## src/hw/disu_pkg.sv

```systemverilog
// Purpose: shared constants of the interrupt and status unit
// Assumes: single clock, asynchronous active-high reset
// Notes:   interrupt bit index equals priority level, 0 lowest
package disu_pkg;
	localparam int N_INT      = 8;
	localparam int DW         = 16;
	localparam int ARITH_W    = 8;
	localparam int MODE_W     = 7;
	localparam int CFG_W      = 5;
	localparam int N_STACK    = 4;
	localparam int LVL_W      = 6;
	localparam int SSTK_W     = ARITH_W + MODE_W + N_INT;

	// register select codes on the data memory data bus
	typedef enum logic [2:0] {
		DISU_REG_ARITH = 3'h0,
		DISU_REG_STACK = 3'h1,
		DISU_REG_MODE  = 3'h2,
		DISU_REG_CFG   = 3'h3,
		DISU_REG_MASK  = 3'h4,
		DISU_REG_FORCE = 3'h5
	} disu_reg_e;

	// alu operation classes reported by the core
	typedef enum logic [2:0] {
		DISU_ALU_PLAIN = 3'h0,
		DISU_ALU_DIVIDE_FIRST_STEP  = 3'h1,
		DISU_ALU_DIVIDE_NEXT_STEP  = 3'h2,
		DISU_ALU_ABS   = 3'h3,
		DISU_ALU_PASS  = 3'h4
	} disu_alu_e;

	// interrupt bit positions
	localparam int INT_TIMER  = 0;
	localparam int INT_IRQ0   = 1;
	localparam int INT_IRQ1   = 2;
	localparam int INT_HP_RD  = 5;
	localparam int INT_HP_WR  = 6;
	localparam int INT_IRQ2   = 7;
	localparam logic [N_INT-1:0] HOST_BITS   = 8'h60;
	localparam logic [N_INT-1:0] EXT_BITS    = 8'h86;
	localparam logic [3:0]       VEC_PWRDN   = 4'h8;

	// arithmetic flag positions
	localparam int AF_ZERO = 0;
	localparam int AF_NEG  = 1;
	localparam int AF_OVF  = 2;
	localparam int AF_CARRY = 3;
	localparam int AF_ABS  = 4;
	localparam int AF_QUO  = 5;
	localparam int AF_MAC  = 6;
	localparam int AF_SHS  = 7;

	// config fields and force/clear halves
	localparam int CFG_NEST   = 4;
	localparam int FC_FORCE_LO = 8;
	localparam int FC_CLEAR_LO = 0;

	// stack indices inside the stack flag register (two bits each)
	localparam int STK_PC     = 0;
	localparam int STK_CNT    = 1;
	localparam int STK_STAT   = 2;
	localparam int STK_LOOP   = 3;

	localparam logic [ARITH_W-1:0] ARITH_RST = 8'h00;
	localparam logic [MODE_W-1:0]  MODE_RST  = 7'h00;
	localparam logic [CFG_W-1:0]   CFG_RST   = 5'h00;
	localparam logic [N_INT-1:0]   MASK_RST  = 8'h00;
	localparam int SYNC_STAGES = 2;
endpackage

```

## src/hw/disu_core.sv

```systemverilog
// Purpose: interrupt controller, status registers and stack flags of a dsp sequencer
// Assumes: core pulses instr_boundary when an instruction fully completes
// Notes:   int_take marks the nop cycle; the core fetches the vector then
`timescale 1ns/1ps
// Functional notes
// - nesting on: entry clears serviced and lower mask bits, keeps higher ones
// - global off blocks every interrupt, powerdown too, regardless of mask
// - global enable is on after reset; global on re-allows unmasked interrupts
// - force/clear acts one cycle after the write; timer may act at once
// - forced request serviced once unless masked; external only when edge-type
// - timer, serial and converter requests are latched, maskable, forceable
// - pending edge request clears by clear bit or on entering its routine
// - host port requests have no force or clear bits
// - request to first routine instruction takes at least three cycles
// - interrupts taken only at instruction boundaries after full completion
// - last latency cycle is a nop with vector fetch and pc push
// - masked pending request starts one cycle after the unmasking instruction
// - optional fast timer reaches its routine after one fetch cycle
// - status and mode read/write; stack flags read-only; force/clear write-only
// - entry pushes arithmetic, mode and mask; return pops them
// - arithmetic flags are 8 bits, positive sense
// - each arithmetic flag updates only on its own class of operation
// - flags latch at end of the generating cycle, visible next cycle
// - direct loads leave flags; pass sets zero and negative, clears carry
// - stack flags hold one empty bit per stack, pops at least pushes
// - overflow sets beyond depth; newest pushes discarded, older kept
// - overflow stays until reset even when empty returns
// - nesting off: entry clears the whole mask
// - mask resets to zero; 1 enables, 0 masks
// - edge external request latched on falling pin edge, held while masked
module disu_core
	import disu_pkg::*;
#(
	parameter bit TIMER_FAST = 1'b0,
	parameter int PC_DEPTH   = 16,
	parameter int CNT_DEPTH  = 4,
	parameter int STAT_DEPTH = 10,
	parameter int LOOP_DEPTH = 4
) (
	input  wire logic                   clk,             // 200 MHz clock
	input  wire logic                   reset,           // async reset
	input  wire logic [2:0]             ext_req_n,       // external pins, active low
	input  wire logic [disu_pkg::N_INT-1:0] int_event,   // internal edge events
	input  wire logic [1:0]             host_port_req,   // host read/write levels
	input  wire logic                   pwrdn_req,       // powerdown request
	input  wire logic                   instr_boundary,  // instruction completes
	input  wire logic                   global_int_on,   // enable instruction
	input  wire logic                   global_int_off,  // disable instruction
	input  wire logic                   return_from_isr, // return instruction
	input  wire logic [2:0]             reg_sel,         // register select code
	input  wire logic                   reg_wr,          // bus write strobe
	input  wire logic                   reg_rd,          // bus read strobe
	input  wire logic [disu_pkg::DW-1:0] dmd_wdata,      // bus write data
	input  wire logic                   alu_valid,       // alu op this cycle
	input  wire logic [2:0]             alu_op,          // alu op class
	input  wire logic [3:0]             alu_znvc,        // zero neg ovf carry
	input  wire logic                   alu_abs_sign,    // abs input sign
	input  wire logic                   alu_quotient,    // divide quotient bit
	input  wire logic                   mac_valid,       // mac op this cycle
	input  wire logic                   mac_saturate,    // mac op is saturate
	input  wire logic                   mac_ovf,         // mac overflow
	input  wire logic                   exp_valid,       // exponent detect op
	input  wire logic                   exp_sign,        // shifter sign
	input  wire logic [3:0]             stk_push,        // core pushes per stack
	input  wire logic [3:0]             stk_pop,         // core pops per stack
	output logic [disu_pkg::DW-1:0]     dmd_rdata,       // bus read data
	output logic                        int_take,        // nop cycle, vector fetch
	output logic [3:0]                  int_vector,      // serviced level
	output logic [disu_pkg::ARITH_W-1:0] arith_flags_out, // flags to conditions
	output logic [disu_pkg::MODE_W-1:0] mode_flags_out,  // operating mode
	output logic                        status_restore   // popped frame applied
);
	import disu_pkg::*;

	localparam int SAW = $clog2(STAT_DEPTH);
	localparam int DEPTHS [N_STACK] = '{PC_DEPTH, CNT_DEPTH, STAT_DEPTH, LOOP_DEPTH};

	logic [ARITH_W-1:0] arithmetic_flags;
	logic [MODE_W-1:0]  mode_flags;
	logic [CFG_W-1:0]   interrupt_config;
	logic [CFG_W-1:0]   cfg_active;
	logic [N_INT-1:0]   interrupt_enable_mask;
	logic [N_INT-1:0]   pend;
	logic [N_INT-1:0]   force_q;
	logic [N_INT-1:0]   clear_q;
	logic               global_on;
	logic [N_STACK*2-1:0] stack_flags;
	logic [LVL_W-1:0]   level [N_STACK];
	logic               pop_wait;

	logic [2:0]         ext_sync;
	logic [2:0]         ext_sync_n;
	logic [2:0]         ext_prev_n;
	logic [N_INT-1:0]   ev_sync;
	logic [1:0]         hp_sync;
	logic               pd_sync;
	logic [N_INT-1:0]   ev_use;
	logic [N_INT-1:0]   is_edge;
	logic [N_INT-1:0]   pin_fall;
	logic [N_INT-1:0]   pin_level;
	logic [N_INT-1:0]   force_now;
	logic [N_INT-1:0]   clear_now;
	logic [N_INT-1:0]   req;
	logic [N_INT-1:0]   active;
	logic [N_INT-1:0]   serviced;
	logic [2:0]         top_lvl;
	logic               take_any;
	logic               take_pd;
	logic [N_INT-1:0]   next_mask;
	logic [SSTK_W-1:0]  stat_rdata;
	logic               wr_force;
	logic [3:0]         push_v;
	logic [3:0]         pop_v;

	disu_sync #(.W(3)) u_sync_ext (
		.clk   (clk),
		.reset (reset),
		.d     (~ext_req_n),
		.q     (ext_sync)
	);
	// synchronised active high so reset leaves the pins idle, no false fall
	assign ext_sync_n = ~ext_sync;

	disu_sync #(.W(N_INT + 3)) u_sync_int (
		.clk   (clk),
		.reset (reset),
		.d     ({int_event, host_port_req, pwrdn_req}),
		.q     ({ev_sync, hp_sync, pd_sync})
	);

	// timer bypasses synchronisation in the fast variant
	always_comb begin
		ev_use = ev_sync;
		if (TIMER_FAST) begin
			ev_use[INT_TIMER] = int_event[INT_TIMER];
		end
	end

	// config changes reach the interrupt logic one cycle late
	always_ff @(posedge clk or posedge reset) begin
		if (reset) begin
			cfg_active <= CFG_RST;
			ext_prev_n <= 3'h7;
		end else begin
			cfg_active <= interrupt_config;
			ext_prev_n <= ext_sync_n;
		end
	end

	always_comb begin
		pin_fall  = '0;
		pin_level = '0;
		is_edge   = ~(HOST_BITS | EXT_BITS);
		pin_fall[INT_IRQ0]  = ext_prev_n[0] & ~ext_sync_n[0];
		pin_fall[INT_IRQ1]  = ext_prev_n[1] & ~ext_sync_n[1];
		pin_fall[INT_IRQ2]  = ext_prev_n[2] & ~ext_sync_n[2];
		pin_level[INT_IRQ0] = ~ext_sync_n[0];
		pin_level[INT_IRQ1] = ~ext_sync_n[1];
		pin_level[INT_IRQ2] = ~ext_sync_n[2];
		pin_level[INT_HP_RD] = hp_sync[0];
		pin_level[INT_HP_WR] = hp_sync[1];
		is_edge[INT_IRQ0] = cfg_active[0];
		is_edge[INT_IRQ1] = cfg_active[1];
		is_edge[INT_IRQ2] = cfg_active[2];
	end

	// force/clear: latched one cycle, host bits never present
	assign wr_force = reg_wr && (reg_sel == DISU_REG_FORCE);

	always_ff @(posedge clk or posedge reset) begin
		if (reset) begin
			force_q <= '0;
			clear_q <= '0;
		end else begin
			force_q <= '0;
			clear_q <= '0;
			if (wr_force) begin
				force_q <= dmd_wdata[FC_FORCE_LO +: N_INT] & ~HOST_BITS;
				clear_q <= dmd_wdata[FC_CLEAR_LO +: N_INT] & ~HOST_BITS;
			end
		end
	end

	always_comb begin
		force_now = force_q;
		clear_now = clear_q;
		if (TIMER_FAST && wr_force) begin
			force_now[INT_TIMER] = dmd_wdata[FC_FORCE_LO + INT_TIMER];
			clear_now[INT_TIMER] = dmd_wdata[FC_CLEAR_LO + INT_TIMER];
		end
		if (TIMER_FAST) begin
			force_now[INT_TIMER] = force_now[INT_TIMER] | force_q[INT_TIMER];
		end
	end

	// pending latches: a new edge beats a clear in the same cycle
	genvar gi;
	generate
		for (gi = 0; gi < N_INT; gi++) begin : g_pend
			always_ff @(posedge clk or posedge reset) begin
				if (reset) begin
					pend[gi] <= 1'b0;
				end else if (is_edge[gi] && (ev_use[gi] || pin_fall[gi] || force_now[gi])) begin
					pend[gi] <= 1'b1;
				end else if (!is_edge[gi] || clear_now[gi] || serviced[gi]) begin
					pend[gi] <= 1'b0;
				end
			end
			assign req[gi] = is_edge[gi] ? pend[gi] : pin_level[gi];
		end
	endgenerate

	// masked pending requests wait; the boundary after an unmask takes them
	assign active = req & interrupt_enable_mask;

	always_comb begin
		top_lvl = 3'h0;
		for (int i = 0; i < N_INT; i++) begin
			if (active[i]) begin
				top_lvl = 3'(i);
			end
		end
	end

	assign take_pd  = instr_boundary && global_on && pd_sync && !int_take;
	assign take_any = instr_boundary && global_on && (|active) && !int_take;

	always_comb begin
		serviced = '0;
		if (take_any && !take_pd) begin
			serviced[top_lvl] = 1'b1;
		end
	end

	always_comb begin
		if (!cfg_active[CFG_NEST]) begin
			next_mask = '0;
		end else if (take_pd) begin
			next_mask = '0;
		end else begin
			next_mask = interrupt_enable_mask & ~((N_INT'(2) << top_lvl) - N_INT'(1));
		end
	end

	always_ff @(posedge clk or posedge reset) begin
		if (reset) begin
			int_take   <= 1'b0;
			int_vector <= 4'h0;
		end else begin
			int_take <= take_any || take_pd;
			if (take_pd) begin
				int_vector <= VEC_PWRDN;
			end else if (take_any) begin
				int_vector <= {1'b0, top_lvl};
			end
		end
	end

	always_ff @(posedge clk or posedge reset) begin
		if (reset) begin
			global_on <= 1'b1;
		end else if (global_int_off) begin
			global_on <= 1'b0;
		end else if (global_int_on) begin
			global_on <= 1'b1;
		end
	end

	// stack depth counters: level keeps counting past depth so pops re-empty it
	assign push_v = stk_push | {1'b0, take_any || take_pd, 1'b0, take_any || take_pd};
	assign pop_v  = stk_pop | {1'b0, return_from_isr, 2'b00};

	generate
		for (gi = 0; gi < N_STACK; gi++) begin : g_stk
			always_ff @(posedge clk or posedge reset) begin
				if (reset) begin
					level[gi]            <= '0;
					stack_flags[2*gi+1]  <= 1'b0;
				end else begin
					if (push_v[gi] && !pop_v[gi] && level[gi] != '1) begin
						level[gi] <= level[gi] + LVL_W'(1);
					end else if (pop_v[gi] && !push_v[gi] && level[gi] != '0) begin
						level[gi] <= level[gi] - LVL_W'(1);
					end
					if (push_v[gi] && !pop_v[gi] && level[gi] >= LVL_W'(DEPTHS[gi])) begin
						stack_flags[2*gi+1] <= 1'b1;
					end
				end
			end
			assign stack_flags[2*gi] = (level[gi] == '0);
		end
	endgenerate

	// writes beyond depth are dropped so older frames survive
	disu_stack_mem #(.W(SSTK_W), .D(STAT_DEPTH), .AW(SAW)) u_stat_stack (
		.clk   (clk),
		.reset (reset),
		.we    ((take_any || take_pd) && level[STK_STAT] < LVL_W'(STAT_DEPTH)),
		.waddr (level[STK_STAT][SAW-1:0]),
		.wdata ({arithmetic_flags, mode_flags, interrupt_enable_mask}),
		.raddr (SAW'(level[STK_STAT] - LVL_W'(1))),
		.rdata (stat_rdata)
	);

	always_ff @(posedge clk or posedge reset) begin
		if (reset) begin
			pop_wait       <= 1'b0;
			status_restore <= 1'b0;
		end else begin
			pop_wait       <= return_from_isr && level[STK_STAT] != '0
				&& level[STK_STAT] <= LVL_W'(STAT_DEPTH);
			status_restore <= pop_wait;
		end
	end

	// mask and config registers
	always_ff @(posedge clk or posedge reset) begin
		if (reset) begin
			interrupt_enable_mask <= MASK_RST;
			interrupt_config      <= CFG_RST;
		end else begin
			if (take_any || take_pd) begin
				interrupt_enable_mask <= next_mask;
			end else if (pop_wait) begin
				interrupt_enable_mask <= stat_rdata[N_INT-1:0];
			end else if (reg_wr && reg_sel == DISU_REG_MASK) begin
				interrupt_enable_mask <= dmd_wdata[N_INT-1:0];
			end
			if (reg_wr && reg_sel == DISU_REG_CFG) begin
				interrupt_config <= dmd_wdata[CFG_W-1:0];
			end
		end
	end

	always_ff @(posedge clk or posedge reset) begin
		if (reset) begin
			mode_flags <= MODE_RST;
		end else if (pop_wait) begin
			mode_flags <= stat_rdata[N_INT +: MODE_W];
		end else if (reg_wr && reg_sel == DISU_REG_MODE) begin
			mode_flags <= dmd_wdata[MODE_W-1:0];
		end
	end

	// arithmetic flags latch at the clock edge closing the generating cycle
	always_ff @(posedge clk or posedge reset) begin
		if (reset) begin
			arithmetic_flags <= ARITH_RST;
		end else if (pop_wait) begin
			arithmetic_flags <= stat_rdata[N_INT+MODE_W +: ARITH_W];
		end else if (reg_wr && reg_sel == DISU_REG_ARITH) begin
			arithmetic_flags <= dmd_wdata[ARITH_W-1:0];
		end else begin
			if (alu_valid && alu_op != DISU_ALU_DIVIDE_FIRST_STEP && alu_op != DISU_ALU_DIVIDE_NEXT_STEP) begin
				arithmetic_flags[AF_ZERO]  <= alu_znvc[0];
				arithmetic_flags[AF_NEG]   <= alu_znvc[1];
				arithmetic_flags[AF_OVF]   <= alu_znvc[2];
				arithmetic_flags[AF_CARRY] <= (alu_op == DISU_ALU_PASS) ? 1'b0 : alu_znvc[3];
			end
			if (alu_valid && alu_op == DISU_ALU_ABS) begin
				arithmetic_flags[AF_ABS] <= alu_abs_sign;
			end
			if (alu_valid && (alu_op == DISU_ALU_DIVIDE_FIRST_STEP || alu_op == DISU_ALU_DIVIDE_NEXT_STEP)) begin
				arithmetic_flags[AF_QUO] <= alu_quotient;
			end
			if (mac_valid && !mac_saturate) begin
				arithmetic_flags[AF_MAC] <= mac_ovf;
			end
			if (exp_valid) begin
				arithmetic_flags[AF_SHS] <= exp_sign;
			end
		end
	end

	assign arith_flags_out = arithmetic_flags;

	always_ff @(posedge clk or posedge reset) begin
		if (reset) begin
			mode_flags_out <= MODE_RST;
		end else begin
			mode_flags_out <= (pop_wait) ? stat_rdata[N_INT +: MODE_W] :
				(reg_wr && reg_sel == DISU_REG_MODE) ? dmd_wdata[MODE_W-1:0] : mode_flags;
		end
	end

	// register read port; the force/clear register reads as zero
	always_ff @(posedge clk or posedge reset) begin
		if (reset) begin
			dmd_rdata <= '0;
		end else if (reg_rd) begin
			unique case (reg_sel)
				DISU_REG_ARITH: dmd_rdata <= DW'(arithmetic_flags);
				DISU_REG_STACK: dmd_rdata <= DW'(stack_flags);
				DISU_REG_MODE:  dmd_rdata <= DW'(mode_flags);
				DISU_REG_CFG:   dmd_rdata <= DW'(interrupt_config);
				DISU_REG_MASK:  dmd_rdata <= DW'(interrupt_enable_mask);
				default:        dmd_rdata <= '0;
			endcase
		end
	end
endmodule

```

## src/hw/disu_stack_mem.sv

```systemverilog
// Purpose: status stack storage with registered read data
// Assumes: caller keeps writes inside depth
// Notes:   no reset on the array, only on read data
`timescale 1ns/1ps
module disu_stack_mem #(
	parameter int W = 23,
	parameter int D = 4,
	parameter int AW = 2
) (
	input  wire logic          clk,   // processor clock
	input  wire logic          reset, // async reset
	input  wire logic          we,    // write strobe
	input  wire logic [AW-1:0] waddr, // write slot
	input  wire logic [W-1:0]  wdata, // saved frame
	input  wire logic [AW-1:0] raddr, // read slot
	output logic      [W-1:0]  rdata  // registered frame
);
	logic [W-1:0] mem [D];

	always_ff @(posedge clk) begin
		if (we) begin
			mem[waddr] <= wdata;
		end
	end

	always_ff @(posedge clk or posedge reset) begin
		if (reset) begin
			rdata <= '0;
		end else begin
			rdata <= mem[raddr];
		end
	end
endmodule

```

## src/hw/disu_sync.sv

```systemverilog
// Purpose: two-stage synchroniser for request inputs
// Assumes: inputs may change at any clock edge
// Notes:   first stage feeds only the second stage
`timescale 1ns/1ps
module disu_sync #(
	parameter int W = 8
) (
	input  wire logic         clk,   // processor clock
	input  wire logic         reset, // async reset
	input  wire logic [W-1:0] d,     // raw request
	output logic      [W-1:0] q      // synchronised request
);
	logic [W-1:0] stage1;

	always_ff @(posedge clk or posedge reset) begin
		if (reset) begin
			stage1 <= '0;
			q      <= '0;
		end else begin
			stage1 <= d;
			q      <= stage1;
		end
	end
endmodule
```

## config.mk

```make
export PLATFORM = sky130hd
export DESIGN_NAME = disu_core
export DESIGN_NICKNAME = d
export VERILOG_FILES = /design/src/hw/disu_pkg.sv /design/src/hw/disu_core.sv /design/src/hw/disu_stack_mem.sv /design/src/hw/disu_sync.sv
export SDC_FILE = /design/constraint.sdc
export NUM_CORES = 1
export LEC_CHECK = 0
export ABC_AREA = 1
export BUFFER_PORTS_ARGS = -buffer_cell sky130_fd_sc_hd__clkbuf_2
export CAP_MARGIN = 0
export CORE_MARGIN = 5
export CORE_UTILIZATION = 43
export CTS_BUF_LIST = sky130_fd_sc_hd__clkbuf_4
export DETAILED_ROUTE_END_ITERATION = 8
export SYNTH_ARGS = -nofsm -noshare
export SYNTH_HDL_FRONTEND = slang
export SYNTH_SLANG_ARGS = --single-unit
export TNS_END_PERCENT = 20
```

## constraint.sdc

```tcl
create_clock -name clk -period 4.7 [get_ports clk]
set_input_delay 0.47 -clock clk [delete_from_list [all_inputs] [get_ports clk]]
set_output_delay 0.47 -clock clk [all_outputs]
set_load 0.02 [all_outputs]
```

== Word level (Yosys, flattened, before mapping) ==
Memory sizes are Yosys's and may differ from the RTL's. A register that Yosys moved wholly into a read port is not among the register bits.
Cells that the tools add are included.
Operators by class
  multiplexer cells: 57
  $add $sub $neg: 9
  bitwise operators: 13
  order comparisons: 8
  shift-type cells: 1
  reduce and logical (&&, ||, !) cells: 106
  equality and inequality tests: 15
Operator list (count)
  $mux W8: 10
  $mux W6: 8
  $logic_and A1 B1 Y1: 43
  $pmux W8 S5: 1
  $mux W1: 26
  $reduce_bool A2 Y1: 13
  $add A6 B1 Y6 const B: 4
  $logic_not A6 Y1: 4
  $ne A6 B6 Y1 const B: 4
  $reduce_bool A6 Y1: 4
  $sub A6 B1 Y6 const B: 4
  $logic_or A1 B1 Y1: 20
  $mux W3: 6
  $reduce_bool A3 Y1: 6
  $and A8 B8 Y8: 2
  $logic_not A1 Y1: 14
  $mux W7: 2
  $eq A3 B2 Y1 const B: 4
  $ge A6 B3 Y1 const B: 2
  $mux W4: 3
  $eq A3 B3 Y1 const B: 3
  $not A8 Y8: 1
  $or A4 B3 Y4: 2
  $reduce_or A8 Y1: 1
  16 further kinds: 22
Word-level totals
  logic and storage cells: 246
  register bits after elaboration: 138
  output and inout bits: 37
  memories kept: 1
  memory bits (writable): 230
Memories
  u_stat_stack.mem: words 10, width 23, read ports 1, clocked after Yosys merged registers in 1, wr ports 1, RTL line disu_stack_mem.sv:18  | logic [W-1:0] mem [D];

== Depth between registers and ports, before layout ==
Gate-level depths: netlist of the first run.
  word-level depth: 19
  mapped depth: 20
  gate-level depth less buffers: 20

== By module ==
From an unflattened synthesis of the first run, not the netlist that was laid out.
Second synthesis, totals
  cells, all modules: 1627
  area total of the unflattened synthesis: 16482.1 sq um
Modules (own cells, without submodules)
  disu_stack_mem: area each 10272.4 sq um, times used 1, cells an instance 920
  disu_core: area each 5501.5 sq um, times used 1, cells an instance 677
  disu_sync (u_sync_int): area each 554.3 sq um, times used 1, cells an instance 23
  disu_sync (u_sync_ext): area each 153.9 sq um, times used 1, cells an instance 7

== Least setup slack after synthesis of the first run ==
OpenSTA, ideal clock, no wires.
  kind: reg-to-reg
  start point: register level[6] (netlist name)
  end point: memory u_stat_stack.mem[2][0] (enable)
  path slack: 1.353 ns
  cell stages (with the launch flop): 8
  setup time: 0.432 ns
  arrival time: 2.915 ns
  clock period less this slack: 3.347 ns
  cells stage by stage: dfrtp_1 -> buf_2 -> inv_2 -> buf_2 -> buf_2 -> ha_1 -> inv_1 -> nor3_1
On the way
  cells in the longest elaborated chain, start to end: 4
RTL lines
  from (decl): RTL line disu_core.sv:88  | logic [LVL_W-1:0] level [N_STACK];
  from (signal, indexed assignment): RTL line disu_core.sv:281  | level[gi] <= level[gi] + LVL_W'(1);
  from (signal, indexed assignment): RTL line disu_core.sv:283  | level[gi] <= level[gi] - LVL_W'(1);
  $lt A6 B4 Y1: RTL line disu_core.sv:298  | .we ((take_any || take_pd) && level[STK_STAT] < LVL_W'(STAT_DEPTH)),
  $logic_and A1 B1 Y1: RTL line disu_core.sv:298
  $mux W1: RTL line disu_stack_mem.sv:21  | if (we) begin
  $mux W1 (implied by the code): RTL line disu_stack_mem.sv:22  | mem[waddr] <= wdata;
  to (decl): RTL line disu_stack_mem.sv:18
Parallel ways exist; a longest one is shown, timed or not.

== Worst setup path after layout of the first run ==
  start point: register level[6] (netlist name)
  end point: memory u_stat_stack.mem[1][1] (enable)
The elaborated chain is that of the path after synthesis.

==> results of run 1 <==
-- layer usage --
metal / GRT usage [%] / share of wire [%] / up-vias
li1: - / - / 5317
met1: 26.61 / 44 / 5415
met2: 31.71 / 47 / 375
met3: 3.400 / 6.4 / 86
met4: 7.006 / 2.7 / 0
met5: 0 / 0 / -
-- worst max path at each step --
stage	endpoint	slack [ps]	cells after the start
after floorplan	arith_flags_out[0]	370	1
after global placement	u_stat_stack.mem[1][8]	1520	5
after detailed placement	u_stat_stack.mem[5][18]	1510	5
after CTS	u_stat_stack.mem[1][1]	1450	5
after global routing	u_stat_stack.mem[1][1]	1330	5
final	u_stat_stack.mem[1][1]	1470	5
-- synthesized netlist by cell type (5+ instances only) --
cell type,count
o21ai_0,142
o21ai_1,33
nand4_1,17
a31oi_1,9
buf_4,8
dfrtp_1,140
inv_2,17
inv_1,84
ha_1,17
o22ai_1,57
a21oi_1,27
xor2_1,8
edfxtp_1,230
buf_2,16
xnor2_1,5
nand3_4,5
nand2_2,12
nand2_1,271
nand3_1,38
nor2_1,179
nor3_1,11
clkbuf_1,32
-- kinds of logic (layout without fill, tap and decap cells) --
group           count (synthesis)  after routing
flops                         374            374
xor+xnor                       14             14
fa+ha+maj                      20             20
simple gates                  553            553
mux                             5              5
compound gates                291            291
buf+inv                       164            399
other cells                     1             15
-- power by group --
part           switching, mW  total, mW  internal (mW)  leakage, nW
combinational           2.81       4.11           1.30         2.99
sequential             0.738       4.94           4.20         3.82
clock                   1.26       2.60           1.33        0.665
-- registers in the layout, summed over array words and instances, names as in the netlist, 8 cells and up --
name                   flops
arith_flags_out            8
dmd_rdata                  8
interrupt_enable_mask      8
level                     24
u_stat_stack.mem         230
u_stat_stack.rdata        23
u_sync_int.q               9
u_sync_int.stage1          9
-- final cells by class --
| type | count | area, um^2 | area share, % |
|---|---|---|---|
| sequential | 374 | 10520 | 58.04 |
| multi-input combinational | 891 | 4581 | 25.28 |
| clock buffer | 124 | 930.9 | 5.137 |
| timing repair buffer | 139 | 905.9 | 4.999 |
| tap | 468 | 585.6 | 3.231 |
| inverter | 104 | 402.9 | 2.223 |
| clock inverter | 32 | 180.2 | 0.9942 |
| antenna | 7 | 17.52 | 0.09666 |
-- metrics by stage --
| step | hold WS [ps] | area (um^2) |
|---|---|---|
| 2_1_floorplan | 331.2 | 15740 |
| 6_report | 55.03 | 18120 |
| 4_1_cts | 3.482 | 18100 |
| 5_1_grt | -22.54 | 18120 |
| 3_5_place_dp | 334.7 | 16710 |
| 3_3_place_gp | 331.3 | 16710 |
-- critical path: stages (launching register included) --
cell	delay [ps]
dfrtp_4	800
buf_4	670
ha_1	260
nand2_1	110
nor2_2	570
buf_4	370
==> results by group, run 1 <==
Synthesis
  • Post-synthesis compound-gate area fraction: 10.33%
  • Simple-Gate Fraction of Synth Area: 15.49%
  • Area share of the largest cell type after synthesis: 43.97%
  • Synth area leaders: edfxtp_1 (44%), dfrtp_1 (22%), nand2_1 (6.5%), o21ai_0 (4.5%), nor2_1 (4.3%)
  • Warnings, synthesis: 0
  • Synth unique cells: 55
  • Mux contribution to synthesized area: 0.3584%
  • Post-Synthesis Cells: 1422
  • Cell taking the most area after synthesis: edfxtp_1
  • Sequential share of the synthesized area: 66.94%
  • Seq cells post-synth: 374
  • Mapped Avg Cell Area: 11.05 um^2
  • FFs w/ async S/R, synth: 38.50%
  • Ys flop type: edfxtp_1
  • Main combinational cell family by area after synthesis: simple AND/OR/NAND/NOR gates
  • Adder-Cell Fraction of Synth Area: 1.736%
  • Synthesized area: 15710 um^2
  • Post-synthesis xor/xnor area fraction: 0.8284%
  • Post-synth EDFFs: 230

Die
  • Die W: 201.1 um
  • Row cnt: 70
  • Chip height: 201.1 um
  • I/O pin count: 101
  • Die area: 40460 um^2
  • Starting Density: 43.22%
  • Core footprint: 36350 um^2

Timing
  • Worst clock skew: 50.07 ps
  • Relative slew slack: 35.67%
  • Final Cycle Share: 68.72%
  • Setup TNS: 0 ps
  • Endpoints failing setup: 0
  • Fin. Hold Viols: 0
  • Max Fclk: 0.3096 GHz
  • Unrepaired setup endpoints after global routing: false
  • Fin. max-slew vios: 0
  • Final min period: 3230 ps
  • Final worst slack: 1470 ps
  • Worst-Margin Slew: 963.9 ps

Place
  • HPWL Detailed: 24560 um
  • Gpl congestion: 0.8822
  • IO Port Bufs: 88
  • Dpl cells: 1948
  • Worst slack, placed: 1509 ps

Status
  • Outcome: finished clean

Route
  • Vias per cell: 5.233
  • Detailed-route via count: 11190
  • Drt pass-1 iters: 5
  • Antenna-violating nets left: 0
  • 1st-iter DRT viols: 884
  • Drt total wl: 39660 um
  • Residual DRC: 0
  • Post-DR wirelength/cell: 18.54 um

Min path
  • Min-Delay Path Depth: 3
  • Hold Crit Start: dmd_wdata[2]
  • Hold WC Path Type: in2reg
  • Hold EP: clear_now[2]

GRT
  • GR Util All Layers: 19.50%
  • Pin count of the biggest net entering global routing: 92
  • Vias in the first global route: 11250
  • Remaining global-route overflow: 0
  • First-pass GRT wire length: 62590 um
  • Initial antenna violation count: 2

Setup path
  • R2R depth: 5
  • Reg2reg start: level[6]
  • Crit-path max FO: 68
  • Crit path from: level[6]
  • CP Capture Type: flip-flop
  • Startpoint Class: flip-flop
  • FF-to-FF End: u_stat_stack.mem[1][1]
  • Critical Path AT: 3610 ps
  • Critical Path RT: 5080 ps
  • FF-to-FF setup slack: 1470 ps
  • WS Path Type: reg2reg

Flow run
  • Max cap viols: 0

Finish
  • Fill count: 3276
  • P&R area growth vs syn: 15.36%
  • Layout net count: 1683
  • Final instance count without filler cells: 2139
  • Most frequent cells in the layout: nand2_1 (271), edfxtp_1 (230), nor2_1 (173)
  • Most common cell after layout, fill and taps aside: nand2_1
  • Layout cells sized above 1: 19.71%
  • Core Util, Final: 49.86%

CTS
  • CTS clk-pin slew, worst paths: 70 ps
  • CTS sink cnt: 374
  • Total CTS buffers: 89
  • Clk_lat worst skew: 740 ps
  • Setup bufs post-CTS: 0
  • Clock Path Buffers: 3
  • CTS tree: built
  • Resize count post-CTS: 0
  • CTS Hold Buffers Added: 28
  • H-tree depth: 3
  • Clk root buf: clkbuf_4

Power
  • Pleak: 7.471 nW
  • Worst vdd ir: 0.3557 mV
  • Pwr/cell area: 642.7 nW/um^2
  • Final Power: 11.65 mW
(Power assumes the default switching activity.)
==> run 2, diff against run 1 <==
==> constraint.sdc (replaced) <==
create_clock -name clk -period 2.8 [get_ports clk]
set_input_delay 0.28 -clock clk [delete_from_list [all_inputs] [get_ports clk]]
set_output_delay 0.28 -clock clk [all_outputs]
set_load 0.02 [all_outputs]
==> results by group, run 2 (synthesis results as in run 1) <==
Power
  • Worst vdd ir: 1.011 mV (+180%)
  • Pleak: 7.762 nW (+3.9%)
  • Pwr/cell area: 1072 nW/um^2 (+67%)

CTS
  • Clk_lat worst skew: 750 ps (about the same)
  • Clock Path Buffers: 3 (unchanged)
  • H-tree depth: 3 (unchanged)
  • Clk root buf: clkbuf_4
  • CTS tree: built
  • CTS sink cnt: 374 (unchanged)
  • CTS clk-pin slew, worst paths: 70 ps (about the same)
  • Total CTS buffers: 91 (+2.2%)

GRT
  • Remaining global-route overflow: 0 (unchanged)
  • Pin count of the biggest net entering global routing: 145 (+58%)
  • Vias in the first global route: 11250 (+0.036%)
  • Initial antenna violation count: 1 (-1)
  • First-pass GRT wire length: 63210 um (+0.99%)
  • GR Util All Layers: 19.87% (+0.37 points)

Min path
  • Hold WC Path Type: in2reg
  • Hold Crit Start: stk_pop[1]

Die
  • Starting Density: 43.22% (unchanged)
  • I/O pin count: 101 (unchanged)
  • Row cnt: 70 (unchanged)
  • Die area: 40460 um^2 (unchanged)
  • Die W: 201.1 um (unchanged)
  • Core footprint: 36350 um^2 (unchanged)
  • Chip height: 201.1 um (unchanged)

Finish
  • Core Util, Final: 51.51% (+1.7 points)
  • Layout cells sized above 1: 21.01% (+1.3 points)
  • Most frequent cells in the layout: nand2_1 (271), edfxtp_1 (230), nor2_1 (173)
  • Fill count: 3188 (-2.7%)
  • Largest reg by FF count: u_stat_stack.mem
  • Largest register FFs: 230 (unchanged)
  • P&R area growth vs syn: 19.19%
  • Layout net count: 1734 (+3.0%)
  • Biggest regs: u_stat_stack.mem: 230 flops, level: 24 flops, u_stat_stack.rdata: 23 flops
  • Most common cell after layout, fill and taps aside: nand2_1

Timing
  • Fin. Hold Viols: 0 (unchanged)
  • Unrepaired setup endpoints after global routing: false
  • Hold_ws: 72.21 ps (+17.18 ps)
  • Final Cycle Share: 93.16% (+24 points)
  • Relative slew slack: 44.90% (+9.2 points)
  • Worst clock skew: 43.35 ps (-6.718 ps)
  • Endpoints failing setup: 0 (unchanged)
  • Final min period: 2608 ps (-621.3 ps)
  • Worst-Margin Slew: 826.6 ps (-137.4 ps)
  • Fin. max-slew vios: 0 (unchanged)
  • Max Fclk: 0.3834 GHz (+24%)

Route
  • Detailed-route via count: 11400 (+1.8%)
  • Antenna-violating nets left: 0 (unchanged)
  • 1st-iter DRT viols: 914 (+3.4%)
  • Residual DRC: 0 (unchanged)
  • Post-DR wirelength/cell: 18.41 um (-0.72%)
  • Drt pass-1 iters: 5 (unchanged)
  • Vias per cell: 5.184 (-0.93%)
  • Drt total wl: 40480 um (+2.1%)

Setup path
  • Critical Path AT: 3210 ps (-400 ps)
  • Crit-path max FO: 8 (-88%)
  • Crit path from: cfg_active[2]
  • Reg2reg start: cfg_active[2]
  • Critical Path RT: 3400 ps (-1680 ps)
  • Family with the most delay on the worst path: simple AND/OR/NAND/NOR gates
  • CP Capture Type: flip-flop
  • WS Path Type: reg2reg
  • Crit-path max cell delay: 410 ps (-390 ps)
  • Worst path most repeated cell: nand2_1
  • Max stage delay cell, worst path: dfrtp_1
  • Buf+Inv Stages, Crit Path: 2 (unchanged)
  • Startpoint Class: flip-flop
  • Critical path, cell by cell: nand2_1 > o21ai_4 > nand2_2 > nand2_4 > inv_4 > nand2_8 > nand2_8 > nand3_4 > nand3_4 > ha_1 > nand3_1 > nand3_1 > nand2_1 > nand2_1 > a21oi_1 > inv_1 > nand4_1 > nand2_1 > nand2_1 > nand2_1

Status
  • Outcome: finished clean

Flow run
  • Max cap viols: 0 (unchanged)

Place
  • IO Port Bufs: 88 (unchanged)
  • Gpl congestion: 0.8950 (+1.5%)
  • HPWL Detailed: 24990 um (+1.8%)
[run 2: cell types whose count changed in the layout (fill, tap and decap cells not counted), moves of 4 or more]
cell / before / now
clkbuf_4: 124 / 142
diode_2: 7 / 3
buf_4: 22 / 34
buf_12: 1 / 8
dlygate4sd3_1: 28 / 58
[run 2: what timing repair did]
action | 4_1_cts | 5_1_grt
hold endpoints to repair | 203 | 0
endpoints found under the setup margin | 0 | 1
resized for setup | 0 | 1
hold buffers | 58 | 0
setup buffers | 0 | 3
[run 2: path summary, 6_finish.rpt]
path | endpoint | slack (ps) | depth (start not counted)
setup / recovery | level[23] | 190 | 20
hold / removal | level[13] | 70 | 6
setup reg to reg | level[23] | 190 | 20
max in group asynchronous | level[6] | 1830 | 4
min in group asynchronous | pend[3] | 300 | 4
hold reg to reg | u_sync_int.q[3] | 340 | 0
[run 2: final cells by class]
class	count	area, um^2	area share, %
antenna	3	7.507	0.04010
clock buffer	142	1066	5.694
clock inverter	29	118.9	0.6349
inverter	104	401.6	2.145
multi-input combinational	891	4588	24.51
sequential	374	10520	56.18
tap	468	585.6	3.128
timing repair buffer	188	1436	7.672
[run 2: per-layer routing]
metal  track usage (%)  wire length [um]  up-vias
li1                  -                 -     5427
met1             27.17             17970     5536
met2             31.81             19130      361
met3             4.335              2429       76
met4             6.735               946        0
met5                 0                 0        -
[run 2: where the power goes]
group | leakage, nW | switching, mW | internal [mW]
Combinational | 3.22 | 5.18 | 2.43
Sequential | 3.82 | 0.946 | 7.05
Clock | 0.719 | 2.14 | 2.32
[run 2: per-stage QoR]
stage               TNS (ps)  area (um^2)  total power [mW]  instances  worst slack [ps]
finish                     0        18720             20.07       2199             191.5
global route               0        18720             21.44       2197             7.985
CTS                        0        18690             20.17       2193             103.8
detailed placement         0        16920             15.44       1964             171.0
global placement           0        16920             15.38       1964             275.1
floorplan             -45980        15740             12.61       1429            -547.5
[run 2: worst reg2reg max path, stage by stage, from the launching register on]
cell and delay (ps):
dfrtp_1 410, nand2_1 120, o21ai_4 100, nand2_2 110
nand2_4 100, inv_4 60, nand2_8 90, nand2_8 70
nand3_4 100, nand3_4 130, ha_1 320, nand3_1 120
nand3_1 80, nand2_1 80, nand2_1 50, a21oi_1 180
inv_1 70, nand4_1 110, nand2_1 60, nand2_1 50
nand2_1 60
==> run 3, diff against run 2 <==
==> constraint.sdc (replaced) <==
create_clock -name clk -period 2.8 [get_ports clk]
set_input_delay 0 -clock clk [delete_from_list [all_inputs] [get_ports clk]]
set_output_delay 0 -clock clk [all_outputs]
set_load 0.02 [all_outputs]
==> results by group, run 3 (synthesis results as in run 1) <==
Status
  • Outcome: finished clean

CTS
  • CTS clk-pin slew, worst paths: 70 ps (about the same)
  • Setup bufs post-CTS: 0 (unchanged)
  • Clk root buf: clkbuf_4
  • CTS tree: built
  • H-tree depth: 3 (unchanged)
  • Clk_lat worst skew: 740 ps (about the same)
  • Total CTS buffers: 90 (-1.1%)
  • CTS sink cnt: 374 (unchanged)
  • Clock Path Buffers: 3 (unchanged)

Place
  • HPWL Detailed: 25760 um (+3.1%)
  • Gpl congestion: 0.9139 (+2.1%)
  • Dpl cells: 1965 (+0.051%)
  • IO Port Bufs: 88 (unchanged)
  • Worst slack, placed: 265.0 ps (+94.08 ps)
  • Area after DPL: 16930 um^2 (about the same)

Die
  • Chip height: 201.1 um (unchanged)
  • Row cnt: 70 (unchanged)
  • I/O pin count: 101 (unchanged)
  • Core footprint: 36350 um^2 (unchanged)
  • Starting Density: 43.22% (unchanged)
  • Die area: 40460 um^2 (unchanged)
  • Die W: 201.1 um (unchanged)

GRT
  • Vias in the first global route: 11840 (+5.2%)
  • Pin count of the biggest net entering global routing: 81 (-44%)
  • GR Util All Layers: 20.62% (+0.75 points)
  • First-pass GRT wire length: 65750 um (+4.0%)
  • Remaining global-route overflow: 0 (unchanged)
  • Initial antenna violation count: 3 (+2)

Finish
  • Biggest regs: u_stat_stack.mem: 230 flops, level: 24 flops, u_stat_stack.rdata: 23 flops
  • Layout net count: 1781 (+2.7%)
  • Layout cells sized above 1: 20.03% (-0.97 points)
  • Largest register FFs: 230 (unchanged)
  • Core Util, Final: 52.74% (+1.2 points)
  • Most common cell after layout, fill and taps aside: nand2_1
  • Final instance count without filler cells: 2243 (+2.0%)
  • Final Instance Area: 19170 um^2 (+2.4%)
  • Register area: 10520 um^2 (unchanged)
  • Most frequent cells in the layout: nand2_1 (271), edfxtp_1 (230), nor2_1 (173)
  • P&R area growth vs syn: 22.04%
  • Fill count: 3161 (-0.85%)
  • Multi-input gate area: 4584 um^2 (about the same)
  • Largest reg by FF count: u_stat_stack.mem

Timing
  • Fin. Hold Viols: 0 (unchanged)
  • Hold_ws: 115.1 ps (+42.89 ps)
  • Fin. max-slew vios: 0 (unchanged)
  • Max Fclk: 0.3946 GHz (+2.9%)
  • Setup TNS: 0 ps (unchanged)
  • Final Cycle Share: 90.50% (-2.7 points)
  • Final min period: 2534 ps (-74.53 ps)
  • Worst clock skew: 53.71 ps (+10.36 ps)
  • Endpoints failing setup: 0 (unchanged)
  • Unrepaired setup endpoints after global routing: false
  • Final worst slack: 266.1 ps (+74.53 ps)
  • Worst-Margin Slew: 910.1 ps (+83.57 ps)
  • Relative slew slack: 39.20% (-5.7 points)

Power
  • Sequential share of power: 39.8% (about the same)
  • Pleak: 7.950 nW (+2.4%)
  • Int Pwr: 11.82 mW (+0.18%)
  • Pwr/cell area: 1050 nW/um^2 (-2.0%)
  • Final Power: 20.14 mW (+0.33%)
  • Net Sw Frac: 41.28% (+0.089 points)
  • Worst vdd ir: 0.8419 mV (-17%)
  • Sw Pwr: 8.312 mW (+0.54%)
  • Clock power share: 21.8% (-0.4 points)
  • Comb pwr share: 38.4% (+0.5 points)

Flow run
  • Max cap viols: 0 (unchanged)

Route
  • Residual DRC: 0 (unchanged)
  • Highest routed layer: met4
  • Antenna-violating nets left: 0 (unchanged)
  • Met3 wire len: 2818 um (+16%)
  • Drt pass-1 iters: 5 (unchanged)
  • 1st-iter DRT viols: 931 (+1.9%)
  • Detailed-route via count: 11540 (+1.3%)
  • Vias per cell: 5.147 (-0.72%)
  • M1 WL: 17960 um (about the same)
  • Metal2 WL: 20090 um (+5.0%)
  • Post-DR wirelength/cell: 18.64 um (+1.3%)
  • Drt total wl: 41820 um (+3.3%)

Setup path
  • Crit-path max cell delay: 360 ps (-50 ps)
  • Worst path most repeated cell: nand2_1
  • Buf+Inv Stages, Crit Path: 3 (+1)
  • Startpoint Class: flip-flop
  • CP Capture Type: flip-flop
  • WS Path Type: reg2reg
  • Crit-path max FO: 11 (+3)
  • Family with the most delay on the worst path: simple AND/OR/NAND/NOR gates
  • Max stage delay cell, worst path: dfrtp_1
  • Critical Path RT: 3400 ps (about the same)
  • Critical path, cell by cell: inv_2 > o21ai_2 > nand2_2 > nand2_4 > inv_4 > nand2_8 > nand2_8 > nand3_4 > nand3_4 > ha_1 > nand2_1 > nand3_1 > nand2_1 > nand2_1 > a21oi_2 > inv_1 > nand4_1 > nand2_1 > nand2_1 > nand2_1
  • Critical Path AT: 3130 ps (-80 ps)

Min path
  • Hold WC Path Type: in2reg
run 3: power by group through the flow:
stage          registers, mW  clock network, mW  logic, mW
2_1_floorplan           7.93                  0       4.68
3_3_place_gp            8.08                  0       7.36
3_5_place_dp            8.11                  0       7.41
4_1_cts                 8.01               4.49       7.70
5_1_grt                 8.13               4.83       8.57
6_report                8.01               4.39       7.74
run 3: timing repair:
action	in CTS	in global routing
setup endpoints to repair	0	1
resized for setup	0	1
hold buffers	108	0
endpoints found under the hold margin	221	0
run 3: metal layers:
layer | vias up | track usage [%]
li1 | 5528 | -
met1 | 5555 | 27.81
met2 | 391 | 33.49
met3 | 70 | 4.674
met4 | 0 | 6.662
met5 | - | 0
run 3: layout make-up:
class	instances	share of cell area, %
antenna	3	0.03916
clock buffer	137	5.365
clock inverter	30	0.6396
inverter	104	2.095
multi-input combinational	891	23.91
sequential	374	54.87
tap	468	3.054
timing repair buffer	236	10.02
run 3: final timing paths:
path | cells after the start | from | endpoint | slack [ps]
setup / recovery | 20 | u_sync_ext.q[2] | level[23] | 270
hold / removal | 4 | dmd_wdata[3] | clear_now[3] | 120
setup reg to reg | 20 | u_sync_ext.q[2] | level[23] | 270
hold reg to reg | 0 | u_sync_int.stage1[4] | u_sync_int.q[4] | 350
max in group asynchronous | 5 | reset | level[6] | 1390
min in group asynchronous | 4 | reset | force_now[4] | 580
run 3: worst reg2reg max path, delay by kind of cell (launching register included):
kind / cells / cell delay [ps]
flops: 1 / 360
simple gates: 14 / 1190
buf+inv: 3 / 160
compound gates: 2 / 350
fa+ha+maj: 1 / 340
